**src/shared/uce_consts.svh**
```systemverilog
`ifndef UCE_CONSTS_SVH
`define UCE_CONSTS_SVH
// Notes on behaviour
// - stall: IN gets STALL if transmit enabled and receive disabled, OUT if receive enabled.
// - SETUP is never answered with STALL.
// - a STALL sets receive-last or transmit-done.
// - transmit status 4..0: free buffer bytes, at most 8.
// - transmit-done set at packet end, cleared by read.
// - ack status set on host ACK, else clear; read clears.
// - firmware sets transmit-enable; cleared after one packet or STALL.
// - transmit-enable ignored while receive-enable set.
// - transmit-enable on empty buffer sends zero-length packet.
// - transmit toggle picks DATA0/DATA1; hardware never changes it.
// - flush waits for idle endpoint, empties buffers, self-clears after transfer end.
// - ignore bits silently drop IN, OUT or SETUP tokens.
// - firmware writes payload only; PID and CRC16 added outside.
// - receive data is payload only; PID and CRC16 stripped outside.
// - two receive status copies: zero-length status read first, then SETUP.
// - receive status 3..0: bytes in buffer, at most 8.
// - receive-last set on ACKed reception; zero-length keeps it; read clears.
// - received toggle holds last good data PID; zero-length keeps it; read clears.
// - setup flag set on SETUP; zero-length keeps it; read clears.
// - receive-enable clears per ACKed OUT packet or OUT STALL; SETUP taken even with it clear.
// - repeated SETUP discarded and ACKed; other refused SETUP gets no handshake.
// - endpoints 1..6 match when enabled and compare on; ISO never NAKs.

// register byte offsets
`define UCE_OFF_TXS   8'h00
`define UCE_OFF_TXC   8'h04
`define UCE_OFF_TXD   8'h08
`define UCE_OFF_RXS   8'h0C
`define UCE_OFF_RXC   8'h10
`define UCE_OFF_RXD   8'h14
`define UCE_OFF_ENDPOINT_ZERO_CONTROL  8'h18
`define UCE_OFF_EPC1  8'h1C
`define UCE_EPC_STEP  8'h04
// field positions
`define UCE_TXS_ACK   6
`define UCE_TXS_DONE  5
`define UCE_TXC_IGN   4
`define UCE_TXC_FLUSH 3
`define UCE_TXC_TOG   2
`define UCE_TXC_EN    0
`define UCE_RXS_SETUP 6
`define UCE_RXS_TOG   5
`define UCE_RXS_LAST  4
`define UCE_RXC_FLUSH 3
`define UCE_RXC_IGNS  2
`define UCE_RXC_IGNO  1
`define UCE_RXC_EN    0
`define UCE_EPC_STALL 7
`define UCE_EPC_DEF   6
`define UCE_EPC_ISO   5
`define UCE_EPC_EN    4
// reset values
`define UCE_RST_BYTE  8'h00
`define UCE_EP_ZERO   4'h0
`define UCE_CNT_ZERO  4'h0
`endif

```
**src/shared/uce_pkg.sv**
```systemverilog
package uce_pkg;
  typedef enum logic [1:0] {TOK_OUT = 2'b00, TOK_IN = 2'b01, TOK_SETUP = 2'b10} uce_tok_t;
  typedef enum logic [1:0] {HS_ACK = 2'b00, HS_NAK = 2'b01, HS_STALL = 2'b10} uce_hs_t;
  typedef enum logic [2:0]
  {
    ST_IDLE  = 3'b000,
    ST_TX    = 3'b001,
    ST_RX    = 3'b010,
    ST_RXSET = 3'b011,
    ST_RXDUP = 3'b100
  } uce_state_t;
endpackage : uce_pkg

```
**src/shared/uce_buf_if.sv**
```systemverilog
`timescale 1ns/100ps
interface uce_buf_if #(parameter int W = 8);
  logic         push;
  logic         pop;
  logic         flush;
  logic [W-1:0] wdata;
  logic [W-1:0] rdata;
  logic [4:0]   count;
  logic         full;
  logic         empty;
  modport owner (output push, pop, flush, wdata, input rdata, count, full, empty);
  modport fifo  (input push, pop, flush, wdata, output rdata, count, full, empty);
endinterface : uce_buf_if

```
**src/rtl/uce_ctrl_ep.sv**
```systemverilog
`timescale 1ns/100ps
`include "uce_consts.svh"
module uce_ctrl_ep #(
  parameter int DEPTH  = 8,
  parameter int NUM_EP = 6
)(
  input  wire logic              clk_sys,
  input  wire logic              reset_n,
  input  wire logic              ce,
  // ahb-lite slave
  input  wire logic              hsel,
  input  wire logic [31:0]       haddr,
  input  wire logic [1:0]        htrans,
  input  wire logic              hwrite,
  input  wire logic [2:0]        hsize,
  input  wire logic [31:0]       hwdata,
  input  wire logic              hready,
  output logic      [31:0]       hrdata,
  output logic                   hreadyout,
  output logic                   hresp,
  // token side
  input  wire logic              addr_compare_en,
  input  wire logic              addr_match,
  input  wire logic              tok_valid,
  input  uce_pkg::uce_tok_t      tok_pid,
  input  wire logic [3:0]        tok_ep,
  input  wire logic              rx_byte_valid,
  input  wire logic [7:0]        rx_byte,
  input  wire logic              rx_end,
  input  wire logic              rx_ok,
  input  wire logic              rx_pid_data1,
  output logic                   tx_start,
  output logic                   tx_pid_data1,
  output logic                   tx_byte_valid,
  output logic      [7:0]        tx_payload_byte,
  input  wire logic              tx_byte_take,
  input  wire logic              tx_result_valid,
  input  wire logic              tx_result_ack,
  output logic                   hs_valid,
  output uce_pkg::uce_hs_t       hs_code,
  output logic                   def_addr_mode,
  output logic      [NUM_EP:1]   ep_hit,
  output logic      [NUM_EP:1]   ep_stall,
  output logic      [NUM_EP:1]   ep_no_nak
);
  if (NUM_EP < 1 || NUM_EP > 6)
  begin : g_chk
    $error("one to six extra endpoints");
  end

  uce_buf_if #(.W(8)) txb ();
  uce_buf_if #(.W(8)) rxb ();

  uce_buf #(.DEPTH(DEPTH), .W(8)) u_txbuf (.clk_sys(clk_sys), .reset_n(reset_n), .ce(ce), .bi(txb));
  uce_buf #(.DEPTH(DEPTH), .W(8)) u_rxbuf (.clk_sys(clk_sys), .reset_n(reset_n), .ce(ce), .bi(rxb));

  // ***************************************************************
  // bus slave
  // ***************************************************************
  logic                acc;
  logic                rd;
  logic [7:0]          a;
  logic                wr_pend_r;
  logic [7:0]          wr_addr_r;
  logic                wr;
  logic [7:0]          wd;
  logic                rd_txs;
  logic                rd_rxs;
  logic                rd_rxd;
  logic [7:0]          rd_val;
  logic [7:0]          epc_r [NUM_EP];
  logic                tx_en_r;
  logic                tx_tog_r;
  logic                ignore_in_tokens_r;
  logic                rx_en_r;
  logic                ignore_out_tokens_r;
  logic                ignore_setup_tokens_r;
  logic                flush_r;
  logic                stall0_r;
  logic                def_r;
  logic                tx_done_r;
  logic                ack_stat_r;
  logic                rx_last_r;
  logic                rx_tog_r;
  logic                setup_r;
  logic                zlp_pend_r;
  logic                hrd_upd;

  assign acc       = hsel && htrans[1] && hready;
  assign rd        = acc && !hwrite;
  assign a         = haddr[7:0];
  assign wr        = wr_pend_r;
  assign wd        = hwdata[7:0];
  assign rd_txs    = rd && a == `UCE_OFF_TXS;
  assign rd_rxs    = rd && a == `UCE_OFF_RXS;
  assign rd_rxd    = rd && a == `UCE_OFF_RXD;
  assign hreadyout = 1'b1;
  assign hresp     = 1'b0;
  assign hrd_upd   = ce && rd;

  always_ff @(posedge clk_sys or negedge reset_n)
  begin
    if (!reset_n)
    begin
      wr_pend_r <= 1'b0;
      wr_addr_r <= `UCE_RST_BYTE;
    end
    else if (ce)
    begin
      wr_pend_r <= acc && hwrite;
      wr_addr_r <= a;
    end
  end

  always_comb
  begin
    rd_val = `UCE_RST_BYTE;
    case (a)
      `UCE_OFF_TXS:
        rd_val = {1'b0, ack_stat_r, tx_done_r, 5'(DEPTH) - txb.count};
      `UCE_OFF_TXC:
        rd_val = {3'b000, ignore_in_tokens_r, flush_r, tx_tog_r, 1'b0, tx_en_r};
      `UCE_OFF_RXS:
        if (zlp_pend_r)
        begin
          rd_val = {3'b000, 1'b1, `UCE_CNT_ZERO};
        end
        else
        begin
          rd_val = {1'b0, setup_r, rx_tog_r, rx_last_r, rxb.count[3:0]};
        end
      `UCE_OFF_RXC:
        rd_val = {4'b0000, flush_r, ignore_setup_tokens_r, ignore_out_tokens_r, rx_en_r};
      `UCE_OFF_RXD:
        rd_val = rxb.empty ? `UCE_RST_BYTE : rxb.rdata;
      `UCE_OFF_ENDPOINT_ZERO_CONTROL:
        rd_val = {stall0_r, def_r, 2'b00, `UCE_EP_ZERO};
      default:
        for (int i = 0; i < NUM_EP; i++)
        begin
          if (a == `UCE_OFF_EPC1 + 8'(i) * `UCE_EPC_STEP)
          begin
            rd_val = epc_r[i];
          end
        end
    endcase
  end

  always_ff @(posedge clk_sys or negedge reset_n)
  begin
    if (!reset_n)
    begin
      hrdata <= '0;
    end
    else if (hrd_upd)
    begin
      hrdata <= {24'h000000, rd_val};
    end
  end

  // ***************************************************************
  // endpoints one to six
  // ***************************************************************
  for (genvar i = 0; i < NUM_EP; i++)
  begin : g_ep
    always_ff @(posedge clk_sys or negedge reset_n)
    begin
      if (!reset_n)
      begin
        epc_r[i] <= `UCE_RST_BYTE;
      end
      else if (ce && wr && wr_addr_r == `UCE_OFF_EPC1 + 8'(i) * `UCE_EPC_STEP)
      begin
        epc_r[i] <= {wd[7], 1'b0, wd[5:0]};
      end
    end
    assign ep_hit[i+1]    = addr_compare_en && addr_match && epc_r[i][`UCE_EPC_EN]
                            && tok_ep == epc_r[i][3:0];
    assign ep_stall[i+1]  = epc_r[i][`UCE_EPC_STALL];
    assign ep_no_nak[i+1] = epc_r[i][`UCE_EPC_ISO];
  end

  // ***************************************************************
  // endpoint zero sequencing
  // ***************************************************************
  uce_pkg::uce_state_t st_r;
  logic                ep0_tok;
  logic                t_in;
  logic                t_out;
  logic                t_setup;
  logic                dup_r;
  logic                ovf_r;
  logic                rx_any_r;
  logic                stall_in;
  logic                stall_out;
  logic                sent_pkt;
  logic                rx_good;
  logic                rx_zlp;
  logic                flushing;

  assign ep0_tok   = tok_valid && addr_compare_en && addr_match && tok_ep == `UCE_EP_ZERO;
  assign t_in      = ep0_tok && tok_pid == uce_pkg::TOK_IN && !ignore_in_tokens_r && st_r == uce_pkg::ST_IDLE;
  assign t_out     = ep0_tok && tok_pid == uce_pkg::TOK_OUT && !ignore_out_tokens_r && st_r == uce_pkg::ST_IDLE;
  assign t_setup   = ep0_tok && tok_pid == uce_pkg::TOK_SETUP && !ignore_setup_tokens_r
                     && st_r == uce_pkg::ST_IDLE;
  assign stall_in  = t_in && stall0_r && tx_en_r && !rx_en_r;
  assign stall_out = t_out && stall0_r && rx_en_r;
  assign sent_pkt  = st_r == uce_pkg::ST_TX && tx_result_valid;
  assign rx_good   = rx_end && rx_ok && !ovf_r;
  assign rx_zlp    = !rx_any_r;
  assign flushing  = flush_r && st_r == uce_pkg::ST_IDLE;

  assign tx_pid_data1    = tx_tog_r;
  assign tx_byte_valid   = st_r == uce_pkg::ST_TX && !txb.empty;
  assign tx_payload_byte = txb.rdata;
  assign def_addr_mode   = def_r;

  assign txb.push  = ce && wr && wr_addr_r == `UCE_OFF_TXD;
  assign txb.wdata = wd;
  assign txb.pop   = ce && tx_byte_valid && tx_byte_take;
  assign txb.flush = flushing;
  assign rxb.push  = ce && rx_byte_valid && st_r inside {uce_pkg::ST_RX, uce_pkg::ST_RXSET};
  assign rxb.wdata = rx_byte;
  assign rxb.pop   = ce && rd_rxd;
  assign rxb.flush = flushing || (ce && t_setup && !dup_r);

  always_ff @(posedge clk_sys or negedge reset_n)
  begin
    if (!reset_n)
    begin
      st_r     <= uce_pkg::ST_IDLE;
      tx_start <= 1'b0;
      hs_valid <= 1'b0;
      hs_code  <= uce_pkg::HS_NAK;
    end
    else if (ce)
    begin
      tx_start <= 1'b0;
      hs_valid <= 1'b0;
      case (st_r)
        uce_pkg::ST_IDLE:
          if (stall_in || stall_out)
          begin
            hs_valid <= 1'b1;
            hs_code  <= uce_pkg::HS_STALL;
          end
          else if (t_in && tx_en_r && !rx_en_r)
          begin
            tx_start <= 1'b1;
            st_r     <= uce_pkg::ST_TX;
          end
          else if (t_in || (t_out && !rx_en_r))
          begin
            hs_valid <= 1'b1;
            hs_code  <= uce_pkg::HS_NAK;
          end
          else if (t_out)
          begin
            st_r <= uce_pkg::ST_RX;
          end
          else if (t_setup)
          begin
            st_r <= dup_r ? uce_pkg::ST_RXDUP : uce_pkg::ST_RXSET;
          end
        uce_pkg::ST_TX:
          if (tx_result_valid)
          begin
            st_r <= uce_pkg::ST_IDLE;
          end
        uce_pkg::ST_RX:
          if (rx_end)
          begin
            hs_valid <= rx_ok;
            hs_code  <= ovf_r ? uce_pkg::HS_NAK : uce_pkg::HS_ACK;
            st_r     <= uce_pkg::ST_IDLE;
          end
        uce_pkg::ST_RXSET, uce_pkg::ST_RXDUP:
          if (rx_end)
          begin
            hs_valid <= rx_good;
            hs_code  <= uce_pkg::HS_ACK;
            st_r     <= uce_pkg::ST_IDLE;
          end
        default:
          st_r <= uce_pkg::ST_IDLE;
      endcase
    end
  end

  // receive tracking, repeated setup
  always_ff @(posedge clk_sys or negedge reset_n)
  begin
    if (!reset_n)
    begin
      ovf_r    <= 1'b0;
      rx_any_r <= 1'b0;
      dup_r    <= 1'b0;
    end
    else if (ce)
    begin
      if (t_out || t_setup)
      begin
        ovf_r    <= 1'b0;
        rx_any_r <= 1'b0;
      end
      else if (rxb.push)
      begin
        rx_any_r <= 1'b1;
        ovf_r    <= ovf_r || rxb.full;
      end
      if (ep0_tok && tok_pid != uce_pkg::TOK_SETUP)
      begin
        dup_r <= 1'b0;
      end
      else if (st_r == uce_pkg::ST_RXSET && rx_good)
      begin
        dup_r <= 1'b1;
      end
    end
  end

  // ***************************************************************
  // command registers
  // ***************************************************************
  always_ff @(posedge clk_sys or negedge reset_n)
  begin
    if (!reset_n)
    begin
      tx_en_r     <= 1'b0;
      tx_tog_r    <= 1'b0;
      ignore_in_tokens_r    <= 1'b0;
      rx_en_r     <= 1'b0;
      ignore_out_tokens_r   <= 1'b0;
      ignore_setup_tokens_r <= 1'b0;
      flush_r     <= 1'b0;
      stall0_r    <= 1'b0;
      def_r       <= 1'b0;
    end
    else if (ce)
    begin
      if (sent_pkt || stall_in)
      begin
        tx_en_r <= 1'b0;
      end
      if ((st_r == uce_pkg::ST_RX && rx_good) || stall_out)
      begin
        rx_en_r <= 1'b0;
      end
      if (sent_pkt)
      begin
        def_r <= 1'b0;
      end
      if (flushing)
      begin
        flush_r <= 1'b0;
      end
      if (wr && wr_addr_r == `UCE_OFF_TXC)
      begin
        tx_en_r  <= wd[`UCE_TXC_EN];
        tx_tog_r <= wd[`UCE_TXC_TOG];
        ignore_in_tokens_r <= wd[`UCE_TXC_IGN];
        flush_r  <= (flush_r && !flushing) || wd[`UCE_TXC_FLUSH];
      end
      if (wr && wr_addr_r == `UCE_OFF_RXC)
      begin
        rx_en_r     <= wd[`UCE_RXC_EN];
        ignore_out_tokens_r   <= wd[`UCE_RXC_IGNO];
        ignore_setup_tokens_r <= wd[`UCE_RXC_IGNS];
        flush_r     <= (flush_r && !flushing) || wd[`UCE_RXC_FLUSH];
      end
      if (wr && wr_addr_r == `UCE_OFF_ENDPOINT_ZERO_CONTROL)
      begin
        stall0_r <= wd[`UCE_EPC_STALL];
        def_r    <= wd[`UCE_EPC_DEF];
      end
    end
  end

  // ***************************************************************
  // status flags, set wins over read clear
  // ***************************************************************
  always_ff @(posedge clk_sys or negedge reset_n)
  begin
    if (!reset_n)
    begin
      tx_done_r  <= 1'b0;
      ack_stat_r <= 1'b0;
    end
    else if (ce)
    begin
      if (sent_pkt || stall_in)
      begin
        tx_done_r  <= 1'b1;
        ack_stat_r <= sent_pkt && tx_result_ack;
      end
      else if (rd_txs)
      begin
        tx_done_r  <= 1'b0;
        ack_stat_r <= 1'b0;
      end
    end
  end

  always_ff @(posedge clk_sys or negedge reset_n)
  begin
    if (!reset_n)
    begin
      rx_last_r  <= 1'b0;
      rx_tog_r   <= 1'b0;
      setup_r    <= 1'b0;
      zlp_pend_r <= 1'b0;
    end
    else if (ce)
    begin
      if (rd_rxs && zlp_pend_r)
      begin
        zlp_pend_r <= 1'b0;
      end
      else if (rd_rxs)
      begin
        rx_last_r <= 1'b0;
        rx_tog_r  <= 1'b0;
        setup_r   <= 1'b0;
      end
      if (stall_out)
      begin
        rx_last_r <= 1'b1;
      end
      if (rx_good && rx_zlp && st_r inside {uce_pkg::ST_RX, uce_pkg::ST_RXSET})
      begin
        zlp_pend_r <= 1'b1;
      end
      else if (rx_good && st_r inside {uce_pkg::ST_RX, uce_pkg::ST_RXSET})
      begin
        rx_last_r <= 1'b1;
        rx_tog_r  <= rx_pid_data1;
        setup_r   <= st_r == uce_pkg::ST_RXSET || setup_r;
      end
    end
  end
endmodule : uce_ctrl_ep

```
**src/rtl/uce_buf.sv**
```systemverilog
`timescale 1ns/100ps
module uce_buf #(
  parameter int DEPTH = 8,
  parameter int W     = 8
)(
  input wire logic clk_sys,
  input wire logic reset_n,
  input wire logic ce,
  uce_buf_if.fifo  bi
);
  localparam int AW = $clog2(DEPTH);

  logic [W-1:0]  mem [DEPTH];
  logic [AW-1:0] wp_r;
  logic [AW-1:0] rp_r;
  logic [AW:0]   n_r;
  logic          do_push;
  logic          do_pop;

  if (DEPTH < 2 || DEPTH > 8 || DEPTH != (1 << AW))
  begin : g_chk
    $error("buffer depth must be 2, 4 or 8");
  end

  assign do_push  = bi.push && !bi.full;
  assign do_pop   = bi.pop && !bi.empty;
  assign bi.rdata = mem[rp_r];
  assign bi.count = 5'(n_r);
  assign bi.full  = n_r == (AW+1)'(DEPTH);
  assign bi.empty = n_r == '0;

  always_ff @(posedge clk_sys)
  begin
    if (ce && do_push && !bi.flush)
    begin
      mem[wp_r] <= bi.wdata;
    end
  end

  // flush zeroes pointers and count
  always_ff @(posedge clk_sys or negedge reset_n)
  begin
    if (!reset_n)
    begin
      wp_r <= '0;
      rp_r <= '0;
      n_r  <= '0;
    end
    else if (ce)
    begin
      if (bi.flush)
      begin
        wp_r <= '0;
        rp_r <= '0;
        n_r  <= '0;
      end
      else
      begin
        if (do_push)
        begin
          wp_r <= wp_r + 1'b1;
        end
        if (do_pop)
        begin
          rp_r <= rp_r + 1'b1;
        end
        n_r <= n_r + (AW+1)'(do_push) - (AW+1)'(do_pop);
      end
    end
  end
endmodule : uce_buf

```
**config.mk**
```make
export PLATFORM = sky130hd
export DESIGN_NAME = uce_ctrl_ep
export DESIGN_NICKNAME = d
export VERILOG_FILES = /design/src/shared/uce_pkg.sv /design/src/shared/uce_buf_if.sv /design/src/rtl/uce_ctrl_ep.sv /design/src/rtl/uce_buf.sv
export VERILOG_INCLUDE_DIRS = /design/src /design/src/shared
export SDC_FILE = /design/constraint.sdc
export NUM_CORES = 1
export LEC_CHECK = 0
export BUFFER_PORTS_ARGS = -buffer_cell sky130_fd_sc_hd__buf_2
export CAP_MARGIN = 10
export CORE_UTILIZATION = 59
export CTS_BUF_LIST = sky130_fd_sc_hd__clkbuf_2 sky130_fd_sc_hd__clkbuf_4 sky130_fd_sc_hd__clkbuf_8
export DETAILED_ROUTE_END_ITERATION = 16
export PLACE_DENSITY_LB_ADDON = 0.3
export SLEW_MARGIN = 25
export SYNTH_ARGS = -nofsm -noshare
export SYNTH_HDL_FRONTEND = slang
export SYNTH_SLANG_ARGS = --single-unit
```
**constraint.sdc**
```tcl
create_clock -name clk_sys -period 3.85 [get_ports clk_sys]
set_input_delay 1.155 -clock clk_sys [delete_from_list [all_inputs] [get_ports clk_sys]]
set_output_delay 1.155 -clock clk_sys [all_outputs]
set_load 0.1 [all_outputs]
```
# After elaboration in Yosys (flattened, before gate mapping)
# Memories as Yosys holds them, arrays and structs flattened.
# Cells that the tools add are included.
# W data, S select, Z words.
[word_totals] ram_bits=128 ff_bits=104 in_bits=99 out_inout_bits=67 n_memories=2 elab_cells=317
[classes] reduce_logical=143 muxes=81 add_sub_neg=9 eq_ne=45
[mem_list] name="u_rxbuf.mem" words=8 word_bits=8 read_ports=1 rd_ports_with_merged_regs=0 write_ports=1 line_no="uce_buf.sv:13" text="logic [W-1:0] mem [DEPTH];"
[mem_list] name="u_txbuf.mem" words=8 word_bits=8 read_ports=1 rd_ports_with_merged_regs=0 write_ports=1 line_no="uce_buf.sv:13"
[ops] cell="$logic_and A1 B1 Y1" count=81
[ops] cell="$eq A8 B6 Y1 const B" count=10
[ops] cell="$eq A8 B5 Y1 const B" count=7
[ops] cell="$mux W8" count=7
[ops] cell="$mux W3" count=16
[ops] cell="$pmux W8 S6" count=1
[ops] cell="$mux W1" count=46
[ops] cell="$reduce_and A2 Y1" count=15
[ops] cell="$eq A4 B4 Y1" count=6
[ops] cell="$reduce_bool A2 Y1" count=12
[ops] cell="$eq A8 B3 Y1 const B" count=2
[ops] cell="$eq A8 B4 Y1 const B" count=2
[ops] cell="$logic_not A1 Y1" count=14
[ops] cell="$add A3 B1 Y3 const B" count=4
[ops] cell="$logic_not A4 Y1" count=3
[ops] cell="$reduce_and A6 Y1" count=2
[ops] cell="$mux W2" count=5
[ops] cell="$ne A2 B2 Y1 const B" count=5
[ops] cell="$logic_or A1 B1 Y1" count=9
[ops] cell="$pmux W3 S3" count=1
[ops] cell="$add A4 B1 Y4" count=2
[ops] cell="$eq A4 B4 Y1 const B" count=2
[ops] cell="$logic_not A8 Y1" count=1
[ops] cell="$mux W4" count=2
[ops] cell="19 further kinds" count=23

# Logic depth before layout (Yosys ltp)
[depth] word_depth=13 mapped_depth=14 ltp_nobuf=13

# Cells and area by module
# A second synthesis with hierarchy kept.
[unflattened] cells_unflattened=903 area_unflattened_um2=11761.3
[modules_own_cells] mod="uce_buf" seq_area_each_um2=2172.1 cells_per_inst=187 area_each_um2=3273.1 instances=2
[modules_own_cells] mod="uce_ctrl_ep" seq_area_each_um2=2103.3 cells_per_inst=529 area_each_um2=5215.0 instances=1

# Worst setup path before layout
# OpenSTA, ideal clock, no wires.
[synth_path] kind="in2out" startpoint="in tok_ep[2]" endpoint="out ep_hit[2] (netlist bit)" path_slack_ns=-1.824 cell_stages=4 required_time_ns=2.695 path_buffers=1 t_arrival_ns=4.519 cell_sequence="clkbuf_1 -> xnor2_1 -> nand3_1 -> nor4_1"
[synth_between] elab_chain_len=2
[synth_rtl] element="start: declaration" line_no="uce_ctrl_ep.sv:26" text="input wire logic [3:0] tok_ep,"
[synth_rtl] element="$eq A4 B4 Y1" line_no="uce_ctrl_ep.sv:178" text="&& tok_ep == epc_r[i][3:0];"
[synth_rtl] element="$logic_and A1 B1 Y1" line_no="uce_ctrl_ep.sv:177" text="assign ep_hit[i+1] = addr_compare_en && addr_match && epc_r[i][`UCE_EPC_EN]"
[synth_rtl] element="end: declaration" line_no="uce_ctrl_ep.sv:42" text="output logic [NUM_EP:1] ep_hit,"
# No other way between the ends.

# Worst setup path in the final report
[layout_path] startpoint="reg u_txbuf.rp_r[1]" endpoint="out tx_payload_byte[4]"
[layout_between] elab_chain_len=1
[layout_rtl] element="start: declaration" line_no="uce_buf.sv:15" text="logic [AW-1:0] rp_r;"
[layout_rtl] element="start signal: assignment" line_no="uce_buf.sv:65" text="rp_r <= rp_r + 1'b1;"
[layout_rtl] element="$mem_v2 Z8 W8"
[layout_rtl] element="end: declaration" line_no="uce_ctrl_ep.sv:35" text="output logic [7:0] tx_payload_byte,"
# No other way between the ends.

==> summary.md <==
| Metric | Value |
|---|---|
| Via density | 6.15 |
| Clk sink count | between 200 and 250 |
| DP Area | 12200 um^2 |
| Vias in the first global route | around 7.4k |
| Inserted Clock Buffers | 38 |
| Simple-gate portion of the synthesized area | between 10% and 20% |
| Seq pwr share | approximately 42% |
| Comb power frac | around 29% |
| WP data arrival | around 2400 ps |
| FF-to-FF End | u_txbuf.n_r[2] |
| R2R cell count | 9 |
| CP Max Fanout | 17 |
| Worst Skew | 23.8 ps |
| Initial Util | 60.3% |
| Status | finished, final reports clean |
| Final slew viol count | 0 |
| Hold_sp | tx_start |
| Net Sw Power | around 0.0025 W |
| CTS Hold Bufs | 0 |
| Fillcell total | 1310 |
| CTS tree | built |
| Gr ovfl total | 0 |
| Worst Tran Pin Value | around 770 ps |
| Die W | between 100 and 150 um |
| Crit. End Element | output port |
| Int Pwr | 0.00456 W |
| DR iter-0 viols | between 600 and 700 |
| Wire per inst | about 22 um |
| Top FF cell, synth | edfxtp_1 |
| Setup TNS | 0 ps |
| Die ar. | between 15000 and 20000 um^2 |
| Total Routing Usage GR | around 28% |
| Compound-Gate Fraction of Synth Area | under 10% |
| Slew margin rel. | approximately half |
| Power share of the clock group | a little under 30% |
| Antenna Cells | 0 |
| FMAX | about 0.28 GHz |
| Minimum clock period | 3520 ps |
| Util after Layout | between 60% and 70% |
| Post-synthesis async set-or-reset flop share | 44.8% |
| Initial antenna violation count | 1 |
| Post-CTS setup buffer count | 0 |
| Synth warn | 0 |
| Final count of hold timing violations | 0 |
| Synthesized area | between 10000 and 15000 um^2 |
| Final-report setup violation count | 0 |
| # nets final | 1090 |
| Post-synth EDFFs | about 130 |
| Clock slew at reported path FFs | about 60 ps |
| Slack of the critical path | around 330 ps |
| Power per Cell Area | ~550 nW/um^2 |
| Period utilization | slightly above 90% |
| Final GP Congestion | between 0.9 and 1 |
| R2r startpoint | st_r[0] |
| Drt first pass iters | 5 |
| Register bit total from synthesis | 232 |
| Avg Cell Area, Syn | 13.2 um^2 |
| RSZ-0062 raised after global routing | no |
| Via count | 7590 |
| WP data required | around 2700 ps |
| # port buffers | 87 |
| HP Class | reg -> reg |
| Post-Synth Adder-Cell Area | under 10% |
| Max Cap Viol | 0 |
| Crit start category | flip-flop |
| Syn Inst Count | roughly 860 |
| Peak VDD IR | around 0.47 mV |
| Hold Path End | tx_start |
| DIE HEIGHT | 140 um |
| Post-route ant nets | 0 |
| H-tree levels | 2 |
| Pin count of the biggest net entering global routing | 55 |
| Synth unique cells | 73 |
| Hold Path Stages | 2 |
| Global-route wire length before repair | 41400 um |
| Placed cells | roughly 1.2k |
| Share of cells above drive strength 1 | 31.4% |
| DRC | 0 |
| Clock latency at the later pin of the worst-skew pair | 530 ps |
| Core area | 18700 um^2 |
| Clock Tree Root | clkbuf_8 |
| Total Wirelength | between 20000 and 30000 um |
| Rows | 50 |
| Pleak | around 5.2 nW |
| R2R setup slack | roughly 1100 ps |
| Hpwl dp | approximately 18000 um |
| Max clock buf depth | 3 |
| Layout Cells excl Fill | approximately 1.2k |
| Largest family of logic cells by synthesized area | multiplexers |
| # IOs | 166 |
| Sw frac | between 30% and 40% |
| Post-synthesis mux area share | approximately 15% |
| Final Cell Area | about 13000 um^2 |
| Crit Path Category | reg -> out |
| Xor/xnor share of the synthesized area | 2.64% |
| Area Overhead vs Synth | 14.4% |
| Part of the Yosys area used for sequential elements | 57.2% |
| Dpl ws | between 100 and 150 ps |
| CTS resizes | 0 |
==> per-layer routing <==
layer | up-vias | track usage [%] | share of wire, %
li1 | 3413 | - | -
met3 | 45 | 5.54 | 8.2
met4 | 2 | 9.02 | 2.0
met2 | 353 | 42.5 | 46
met5 | - | 0 | 0.030
met1 | 3777 | 40.7 | 44
==> cell families after synthesis <==
group / after synthesis
buf+inv: 103
flops: 232
other cells: 2
mux: 116
fa+ha+maj: 20
xor+xnor: 34
simple gates: 211
compound gates: 137
==> metrics by stage <==
stage / total power, W / hold WS [ps]
after CTS: 0.00714 / 489
after global routing: 0.00741 / 516
final: 0.00710 / 485
after floorplan: 0.00466 / 447
after detailed placement: 0.00507 / 473
after global placement: 0.00502 / 464
==> worst max path at each step <==
stage / startpoint / endpoint / slack [ps]
floorplan: tok_ep[2] / ep_hit[1] / 9
global placement: haddr[7] / u_rxbuf.n_r[3] / 160
detailed placement: haddr[7] / u_rxbuf.n_r[2] / 140
CTS: u_txbuf.rp_r[1] / tx_payload_byte[4] / 300
global route: u_txbuf.rp_r[1] / tx_payload_byte[4] / 250
finish: u_txbuf.rp_r[1] / tx_payload_byte[4] / 330
==> cell usage after synthesis (9+ instances only) <==
| cell type | instances | area share, % |
|---|---|---|
| clkbuf_1 | 27 | 0.90 |
| nand3_1 | 19 | 0.84 |
| mux2_2 | 70 | 7.0 |
| nor3_1 | 20 | 0.89 |
| nor4_1 | 11 | 0.61 |
| edfxtp_1 | 128 | 34 |
| nor2_1 | 44 | 1.5 |
| ha_1 | 18 | 2.0 |
| xor2_1 | 22 | 1.7 |
| inv_1 | 25 | 0.83 |
| mux2i_1 | 14 | 1.2 |
| xnor2_1 | 12 | 0.93 |
| dfrtp_1 | 103 | 23 |
| nand2_1 | 50 | 1.7 |
| buf_4 | 38 | 2.5 |
| a21oi_1 | 26 | 1.2 |
| o21ai_0 | 30 | 1.3 |
| nand2b_1 | 14 | 0.78 |
| o22ai_1 | 10 | 0.55 |
| a31oi_1 | 9 | 0.50 |
| mux4_2 | 32 | 6.4 |
==> worst max-delay path: stages, from the launching register on <==
cell and delay [ps]:
dfrtp_1 840, mux4_2 420, mux2_2 290, buf_2 290
==> placed cells by master, fill, tap and decap left out, types with 16 or more instances in the layout <==
cell	n
clkbuf_4	16
nor3_1	20
xor2_1	22
buf_2	80
nor2_1	44
dfrtp_1	103
nand3_1	19
ha_1	18
o21ai_0	30
buf_4	42
conb_1	26
mux4_2	32
a21oi_1	26
edfxtp_1	128
clkbuf_8	40
mux2_2	70
inv_1	25
nand2_1	50
==> registers in the layout, summed over array words and instances, names as in the netlist, 2 cells and up <==
register / count
u_rxbuf.mem: 64
u_txbuf.mem: 64
epc_r: 30
hrdata: 8
wr_addr_r: 8
ep_no_nak: 6
ep_stall: 6
u_rxbuf.n_r: 4
u_txbuf.n_r: 4
st_r: 3
u_rxbuf.rp_r: 3
u_rxbuf.wp_r: 3
u_txbuf.rp_r: 3
u_txbuf.wp_r: 3
hs_code: 2
==> power by group through the flow <==
stage | clock, W | sequential, W | combinational (W)
2_1_floorplan | 0 | 0.00309 | 0.00157
3_3_place_gp | 0 | 0.00302 | 0.00200
3_5_place_dp | 0 | 0.00303 | 0.00203
4_1_cts | 0.00211 | 0.00299 | 0.00204
5_1_grt | 0.00222 | 0.00301 | 0.00218
6_report | 0.00208 | 0.00299 | 0.00203
==> area by class of cell <==
cell class / count / area [um^2] / area share, %
Sequential cell: 232 / 6450 / 50.0
Clock buffer: 56 / 671 / 5.20
Multi-Input combinational cell: 544 / 4470 / 34.6
Inverter: 26 / 97.6 / 0.757
Clock inverter: 14 / 67.6 / 0.524
Tap cell: 234 / 293 / 2.27
Timing Repair Buffer: 129 / 856 / 6.63
(Power assumes the default switching activity.)
